==> src/common/ppc_pkg.sv <==
// Package for the parallel port control logic: register map, fields and pin carriers
// How it works
// (RQ1) Enable bit 15 clear: port disabled, no external access at all.
// (RQ2) Idle-stop bit 13 set: port halts while the device idles.
// (RQ3) Mux code 11: lower 8 address bits time-shared on the 16-bit data bus.
// (RQ4) Mux code 10: all 16 address bits time-shared on data pins 7..0.
// (RQ5) Mux code 01: low address on data 7..0, high byte on address pins.
// (RQ6) Mux code 00: address and data on separate pins.
// (RQ7) Bit 9 enables the write/enable strobe pin.
// (RQ8) Bit 8 enables the read/read-write strobe pin.
// (RQ9) Select code 10: both select pins are chip selects; 11 reserved.
// (RQ10) Select code 01: pin one carries address 14, pin two selects.
// (RQ11) Select code 00: pins carry address 14 and 15, no select.
// (RQ12) Bit 5 sets both address latch strobes active high, else low.
// (RQ13) Bit 4 sets the second chip select active high, else low.
// (RQ14) Polarity and select settings never touch pins used as address lines.
// (RQ15) Software avoids register access right after clearing enable at 1:1.
// (RQ16) Bits 31..16 and 14 read zero and ignore writes.
// (RQ17) Disabled port holds strobes and selects at their inactive levels.
package ppc_pkg;
    localparam int PPC_AW = 8;
    localparam logic [PPC_AW-1:0] PPC_CTRL_OFS = 8'h00;
    localparam logic [15:0] PPC_CTRL_RST = 16'h0000;
    localparam logic [15:0] PPC_CTRL_MASK = 16'hBFF0;
    localparam int PPC_ON_BIT = 15;
    localparam int PPC_IDLE_STOP_BIT = 13;
    localparam int PPC_MUX_LSB = 11;
    localparam int PPC_TTL_BIT = 10;
    localparam int PPC_WREN_BIT = 9;
    localparam int PPC_RDEN_BIT = 8;
    localparam int PPC_CSF_LSB = 6;
    localparam int PPC_ALP_BIT = 5;
    localparam int PPC_SECOND_SELECT_POLARITY_BIT = 4;
    localparam logic [1:0] PPC_MUX_NONE = 2'h0;
    localparam logic [1:0] PPC_MUX_SPLIT = 2'h1;
    localparam logic [1:0] PPC_MUX_FULL8 = 2'h2;
    localparam logic [1:0] PPC_MUX_WIDE = 2'h3;
    localparam logic [1:0] PPC_CSF_ADDR = 2'h0;
    localparam logic [1:0] PPC_CSF_MIXED = 2'h1;
    localparam logic [1:0] PPC_RESP_OKAY = 2'h0;
    localparam logic [1:0] PPC_RESP_SLVERR = 2'h2;

    // One access phase as driven by the strobe timing engine
    typedef struct packed {
        logic active;
        logic lo_phase;
        logic hi_phase;
        logic rd;
        logic wr;
        logic [1:0] cs_sel;
        logic [15:0] addr;
        logic [15:0] wdata;
    } ppc_req_t;

    // Pin levels; an _oe_n low means the pin is driven
    typedef struct packed {
        logic [15:0] port_address_bus;
        logic [15:0] port_data_bus;
        logic data_oe_n;
        logic addr_latch_low_strobe;
        logic addr_latch_high_strobe;
        logic chip_select_one;
        logic chip_select_two;
        logic write_strobe;
        logic write_oe_n;
        logic read_strobe;
        logic read_oe_n;
    } ppc_pins_t;
endpackage

==> src/rtl/ppc_parallel_port_control.sv <==
// Parallel port control register with AXI4-Lite access and pin multiplexing
//
// The implementer's own choices: the placing of the registers and the AXI4-Lite register port.
`timescale 1ns/1ns
module ppc_parallel_port_control
    import ppc_pkg::*;
(
    input wire logic aclk,
    input wire logic aresetn,
    input wire logic [PPC_AW-1:0] s_axi_awaddr,
    input wire logic s_axi_awvalid,
    output logic s_axi_awready,
    input wire logic [31:0] s_axi_wdata,
    input wire logic [3:0] s_axi_wstrb,
    input wire logic s_axi_wvalid,
    output logic s_axi_wready,
    output logic [1:0] s_axi_bresp,
    output logic s_axi_bvalid,
    input wire logic s_axi_bready,
    input wire logic [PPC_AW-1:0] s_axi_araddr,
    input wire logic s_axi_arvalid,
    output logic s_axi_arready,
    output logic [31:0] s_axi_rdata,
    output logic [1:0] s_axi_rresp,
    output logic s_axi_rvalid,
    input wire logic s_axi_rready,
    input wire logic device_idle,
    input wire ppc_req_t req,
    output logic port_active,
    output logic input_buffer_type_sel,
    output ppc_pins_t pins
);
    typedef struct packed {
        logic [15:0] ctrl;
        logic aw_held;
        logic [PPC_AW-1:0] aw_addr;
        logic w_held;
        logic [15:0] w_data;
        logic [1:0] w_strb;
        logic bvalid;
        logic [1:0] bresp;
        logic rvalid;
        logic [1:0] rresp;
        logic [31:0] rdata;
        ppc_pins_t pins;
    } ppc_state_t;

    ppc_state_t cur;
    ppc_state_t next_cur;
    logic run;
    logic [1:0] mux;
    logic [1:0] chip_select_function;
    logic addr_latch_polarity;
    logic second_select_polarity;
    logic addr_phase;
    logic [15:0] wr_val;

    assign mux = cur.ctrl[PPC_MUX_LSB+1:PPC_MUX_LSB];
    assign chip_select_function = cur.ctrl[PPC_CSF_LSB+1:PPC_CSF_LSB];
    assign addr_latch_polarity = cur.ctrl[PPC_ALP_BIT];
    assign second_select_polarity = cur.ctrl[PPC_SECOND_SELECT_POLARITY_BIT];
    // Idle-stop gates the port only while the device actually idles
    assign port_active = cur.ctrl[PPC_ON_BIT] & ~(device_idle & cur.ctrl[PPC_IDLE_STOP_BIT]); // see (RQ1) see (RQ2)
    assign run = port_active & req.active;
    assign addr_phase = req.lo_phase | (req.hi_phase & (mux == PPC_MUX_FULL8));
    assign input_buffer_type_sel = cur.ctrl[PPC_TTL_BIT];

    assign s_axi_awready = ~cur.aw_held & ~cur.bvalid;
    assign s_axi_wready = ~cur.w_held & ~cur.bvalid;
    assign s_axi_bvalid = cur.bvalid;
    assign s_axi_bresp = cur.bresp;
    assign s_axi_arready = ~cur.rvalid;
    assign s_axi_rvalid = cur.rvalid;
    assign s_axi_rresp = cur.rresp;
    assign s_axi_rdata = cur.rdata;
    assign pins = cur.pins;

    always_comb begin
        next_cur = cur;
        wr_val = cur.ctrl;
        // Write channels are taken independently and answered once both are in
        if (s_axi_awvalid && s_axi_awready) begin
            next_cur.aw_held = 1'b1;
            next_cur.aw_addr = s_axi_awaddr;
        end
        if (s_axi_wvalid && s_axi_wready) begin
            next_cur.w_held = 1'b1;
            next_cur.w_data = s_axi_wdata[15:0];
            next_cur.w_strb = s_axi_wstrb[1:0];
        end
        if (cur.aw_held && cur.w_held) begin
            next_cur.aw_held = 1'b0;
            next_cur.w_held = 1'b0;
            next_cur.bvalid = 1'b1;
            if (cur.aw_addr[PPC_AW-1:2] == PPC_CTRL_OFS[PPC_AW-1:2]) begin
                if (cur.w_strb[0]) begin
                    wr_val[7:0] = cur.w_data[7:0];
                end
                if (cur.w_strb[1]) begin
                    wr_val[15:8] = cur.w_data[15:8];
                end
                next_cur.ctrl = wr_val & PPC_CTRL_MASK; // see (RQ16)
                next_cur.bresp = PPC_RESP_OKAY;
            end else begin
                next_cur.bresp = PPC_RESP_SLVERR;
            end
        end
        if (cur.bvalid && s_axi_bready) begin
            next_cur.bvalid = 1'b0;
        end
        if (cur.rvalid && s_axi_rready) begin
            next_cur.rvalid = 1'b0;
        end
        if (s_axi_arvalid && s_axi_arready) begin
            next_cur.rvalid = 1'b1;
            if (s_axi_araddr[PPC_AW-1:2] == PPC_CTRL_OFS[PPC_AW-1:2]) begin
                next_cur.rdata = {16'h0000, cur.ctrl}; // see (RQ16)
                next_cur.rresp = PPC_RESP_OKAY;
            end else begin
                next_cur.rdata = 32'h00000000;
                next_cur.rresp = PPC_RESP_SLVERR;
            end
        end

        // Strobe pin drivers follow their enables even while the port is off
        next_cur.pins.write_oe_n = ~cur.ctrl[PPC_WREN_BIT]; // see (RQ7)
        next_cur.pins.read_oe_n = ~cur.ctrl[PPC_RDEN_BIT]; // see (RQ8)
        // Inactive levels first; an access below overrides them
        next_cur.pins.write_strobe = 1'b1; // see (RQ17)
        next_cur.pins.read_strobe = 1'b1;
        next_cur.pins.data_oe_n = 1'b1; // see (RQ1)
        next_cur.pins.addr_latch_low_strobe = ~addr_latch_polarity; // see (RQ12) see (RQ17)
        next_cur.pins.addr_latch_high_strobe = ~addr_latch_polarity;
        if (run) begin
            case (mux)
                PPC_MUX_NONE: begin
                    next_cur.pins.port_address_bus = req.addr; // see (RQ6)
                    next_cur.pins.port_data_bus = req.wdata;
                end
                PPC_MUX_SPLIT: begin
                    next_cur.pins.port_address_bus = {req.addr[15:8], 8'h00}; // see (RQ5)
                    next_cur.pins.port_data_bus = {8'h00, req.lo_phase ? req.addr[7:0] : req.wdata[7:0]};
                end
                PPC_MUX_FULL8: begin
                    next_cur.pins.port_address_bus = 16'h0000;
                    if (req.lo_phase) begin
                        next_cur.pins.port_data_bus = {8'h00, req.addr[7:0]}; // see (RQ4)
                    end else if (req.hi_phase) begin
                        next_cur.pins.port_data_bus = {8'h00, req.addr[15:8]}; // see (RQ4)
                    end else begin
                        next_cur.pins.port_data_bus = {8'h00, req.wdata[7:0]};
                    end
                end
                PPC_MUX_WIDE: begin
                    next_cur.pins.port_address_bus = 16'h0000;
                    next_cur.pins.port_data_bus = req.lo_phase ? {8'h00, req.addr[7:0]} : req.wdata; // see (RQ3)
                end
                default: begin
                    next_cur.pins.port_address_bus = req.addr;
                end
            endcase
            if (req.lo_phase && mux != PPC_MUX_NONE) begin
                next_cur.pins.addr_latch_low_strobe = addr_latch_polarity; // see (RQ12)
            end
            if (req.hi_phase && mux == PPC_MUX_FULL8) begin
                next_cur.pins.addr_latch_high_strobe = addr_latch_polarity;
            end
            next_cur.pins.data_oe_n = ~((addr_phase && mux != PPC_MUX_NONE) || (req.wr && !addr_phase));
            next_cur.pins.write_strobe = ~(req.wr & ~addr_phase);
            next_cur.pins.read_strobe = ~(req.rd & ~addr_phase);
        end

        // Select pins; an address-line pin ignores polarity and cs_sel, and holds while no access runs
        case (chip_select_function)
            PPC_CSF_ADDR: begin
                next_cur.pins.chip_select_one = run ? req.addr[14] : cur.pins.chip_select_one; // see (RQ11) see (RQ14)
                next_cur.pins.chip_select_two = run ? req.addr[15] : cur.pins.chip_select_two; // see (RQ11)
            end
            PPC_CSF_MIXED: begin
                next_cur.pins.chip_select_one = run ? req.addr[14] : cur.pins.chip_select_one; // see (RQ10) see (RQ14)
                next_cur.pins.chip_select_two = (run & req.cs_sel[1]) ? second_select_polarity : ~second_select_polarity; // see (RQ10) see (RQ13)
            end
            default: begin
                // Reserved code 11 behaves as code 10
                next_cur.pins.chip_select_one = ~(run & req.cs_sel[0]); // see (RQ9)
                next_cur.pins.chip_select_two = (run & req.cs_sel[1]) ? second_select_polarity : ~second_select_polarity; // see (RQ9) see (RQ13)
            end
        endcase
    end

    always_ff @(posedge aclk) begin
        if (!aresetn) begin
            cur <= '0;
            cur.ctrl <= PPC_CTRL_RST;
            cur.pins.data_oe_n <= 1'b1;
            cur.pins.addr_latch_low_strobe <= 1'b1;
            cur.pins.addr_latch_high_strobe <= 1'b1;
            cur.pins.chip_select_one <= 1'b1;
            cur.pins.chip_select_two <= 1'b1;
            cur.pins.write_strobe <= 1'b1;
            cur.pins.write_oe_n <= 1'b1;
            cur.pins.read_strobe <= 1'b1;
            cur.pins.read_oe_n <= 1'b1;
        end else begin
            cur <= next_cur;
        end
    end
endmodule
==> config.mk <==
export PLATFORM = sky130hd
export DESIGN_NAME = ppc_parallel_port_control
export DESIGN_NICKNAME = d
export VERILOG_FILES = /design/src/common/ppc_pkg.sv /design/src/rtl/ppc_parallel_port_control.sv
export SDC_FILE = /design/constraint.sdc
export NUM_CORES = 1
export LEC_CHECK = 0
export BUFFER_PORTS_ARGS = -buffer_cell sky130_fd_sc_hd__buf_2
export CAP_MARGIN = 20
export CELL_PAD_IN_SITES_DETAIL_PLACEMENT = 1
export CELL_PAD_IN_SITES_GLOBAL_PLACEMENT = 1
export CORE_UTILIZATION = 34
export DETAILED_ROUTE_END_ITERATION = 8
export HOLD_SLACK_MARGIN = 0.12
export PLACE_DENSITY_LB_ADDON = 0.3
export SLEW_MARGIN = 20
export SYNTH_ARGS = -nofsm -noshare
export SYNTH_HDL_FRONTEND = slang
export SYNTH_SLANG_ARGS = --single-unit
==> constraint.sdc <==
create_clock -name aclk -period 1.7 [get_ports aclk]
set_clock_uncertainty 0.15 [all_clocks]
set_input_delay 0.425 -clock aclk [delete_from_list [all_inputs] [get_ports aclk]]
set_output_delay 0.425 -clock aclk [all_outputs]
set_load 0.02 [all_outputs]
==> results.toml <==
[status]
status = "complete, no violations"

[timing]
setup_viol = 0
whs_ns = 0.166
tightest_slew_ns = 0.661
rsz0062_at_grt = "yes"
max_freq_mhz = 600
relSlewSlack_pct = 55.7
finalCriticalPeriod_ns = 1.67
hold_viol = 0
finalCritPeriodShare_pct = 98.0
slew_violations = 0

[cells_and_area]
final_common_cell = "buf_2"
final_cell_mix = "buf_2, nand2_1, dfxtp_1"
drive_above_1_share_pct = 30.7
fin_cells = 784
final_area_sq_mm = 0.00520
layout.nets = 706
areaGrowthSynthToFinish_pct = 16.6
num_antenna_cells = 0

[clock_tree]
cts_tree = "done"
clkSlewWorstSetupHoldPaths_ns = 0.06
cts_buffers = 9
cts_buffer_depth = 2
root_buffer = "clkbuf_16"
cts_sinks = 88
h-tree-depth = 3
clock_latency_ns = 0.34

[power_and_ir_drop]
p_per_area_mw_per_mm2 = 919
seqPwrFrac_pct = 44.7
p_sw_w = 0.00115
p_clk_share_pct = 45.9
power.leakage_nw = 2.24
swShare_pct = 24.0
power_frac_comb_pct = 9.5
vdd_drop_max_mv = 0.429
p_int_w = 0.00363

[logic_synthesis]
synth_top_area_share_pct = 39.5
yosys_warnings = 0
ys_ff_latch = 88
synthFlopType = "dfxtp_1"
yosysTopAreaCell = "dfxtp_1"
async_flop_share_pct = 0
synth_edf_count = 0
synthTopCellsByArea = "dfxtp_1, buf_4, nand2_1"
synth_cells = 535
ys_seq_area_share_pct = 39.5
syn_area_per_cell_sq_um = 8.34
syn-cell-area_sq_mm = 0.00446
synth.distinct_cells = 49

[setup_path]
path_max_fanout = 2
cp_slowest_cell = "dfxtp_2"
crit_family = "flip-flops"
crit_type = "register to primary output"
cp-end-kind = "primary output"
worstPathRequired_ns = 1.12
arrival_ns = 1.09
path_cells = "a21bo_4, inv_4, buf_6"
cp-start-kind = "register"
timing.critical_path.buf_inv = 2
critPathMaxStageDelay_ns = 0.33

[die]
io_pins = 183
core_sq_mm = 0.0127
die_h_um = 117
die_w_um = 117
start_util_pct = 35.1
rows = 41
dieArea_sq_mm = 0.0136

[run]
maxCapViolCount = 0

[global_route]
grtUsageTotal_pct = 18.6
grt_pass1_wl_mm = 19.3
grt_pass1_vias = 3882
grt_max_degree = 33
antenna_found_initial = 0
grt_overflow_total = 0

[detailed_routing]
first_pass_iters = 4
route.final.wire_length_mm = 12.2
post_drt_via_cell_ratio = 4.99
vias = 3915
drc_errors = 0
ant_nets = 0
drt_iter0_markers = 168
wl_per_cell_um = 15.5

[place]
io_buffers = 132
dpl_cell_area_sq_mm = 0.00484
dp_hpwl_mm = 9.10
place_inst = 766
place_congestion = 0.778

[hold_path]
hp-class = "input pin to register"
cell type report:
class	count	area, sq um
Tap cell	172	215
Multi-Input combinational cell	344	1960
Sequential cell	88	1760
Timing Repair Buffer	159	907
Inverter	5	21.3
Fill cell	1586	7520
Clock buffer	11	253
Clock inverter	5	78.8
state kept, by name (all words and copies together) (netlist names):
name,flops
cur,28
s_axi_rvalid,1
s_axi_rresp,1
addr_latch_polarity,1
pins,41
input_buffer_type_sel,1
s_axi_rdata,11
s_axi_bvalid,1
chip_select_function,2
s_axi_bresp,1
worst reg2reg max path: stages, from the launching register on:
cell      delay, ns
dfxtp_1        0.49
and4bb_1       0.30
and3_1         0.34
mux2i_1        0.24
Yosys cell counts, types with 9 or more instances:
cell	instances
a21oi_1	51
buf_2	14
buf_4	80
clkbuf_1	21
dfxtp_1	88
mux2i_1	19
nand2_1	94
nand4_1	23
nand4b_1	16
nor2_1	14
nor3_1	9
o21ai_1	16
through the flow:
| stage | util, % | setup WS, ns | power (W) | TNS (ns) |
|---|---|---|---|---|
| after detailed placement | 38.0 | -0.00889 | 0.00263 | -0.00889 |
| after global placement | 38.0 | 0.0257 | 0.00262 | 0 |
| final | 40.9 | 0.0342 | 0.00478 | 0 |
| after global routing | 40.9 | -0.00733 | 0.00497 | -0.00733 |
| after floorplan | - | 0.194 | 0.00248 | 0 |
| after CTS | 40.9 | 0.00203 | 0.00484 | 0 |
power groups by stage:
stage	sequential, W	combinational [W]	clock, W
4_1_cts	0.00213	0.000453	0.00225
5_1_grt	0.00214	0.000498	0.00233
3_3_place_gp	0.00218	0.000439	0
3_5_place_dp	0.00218	0.000452	0
2_1_floorplan	0.00217	0.000307	0
6_report	0.00214	0.000452	0.00219
timing repair:
action,in CTS,in global routing
setup endpoints to repair,1,3
resized for setup,4,2
hold buffers,0,0
setup buffers,2,0
path summary, 6_finish.rpt:
kind	startpoint	end	slack [ns]	depth (start not counted)
setup / recovery	cur[122]	port_active	0.03	3
hold / removal	s_axi_wdata[8]	cur[89]	0.17	3
setup reg to reg	cur[97]	addr_latch_polarity	0.12	3
hold reg to reg	cur[115]	pins[0]	0.28	1
logic make-up after synthesis:
kind of cell / count (synthesis) / synth area share, %
AOI/OAI and AO/OA: 112 / 15.5
xor gates and xnor gates: 1 / 0.196
and+or+nand+nor: 188 / 21.7
muxes: 20 / 4.51
other: 1 / 0.0840
buffers and inverters: 125 / 18.5
DFF: 88 / 39.5
routing by layer:
layer	track usage, %	part of all wire [%]	vias to the layer above
li1	-	-	1914
met1	22.0	43	1878
met2	32.5	50	107
met3	3.32	4.5	16
met4	8.61	2.1	0
met5	0	0	-
Power figures use the tool's default switching activity.
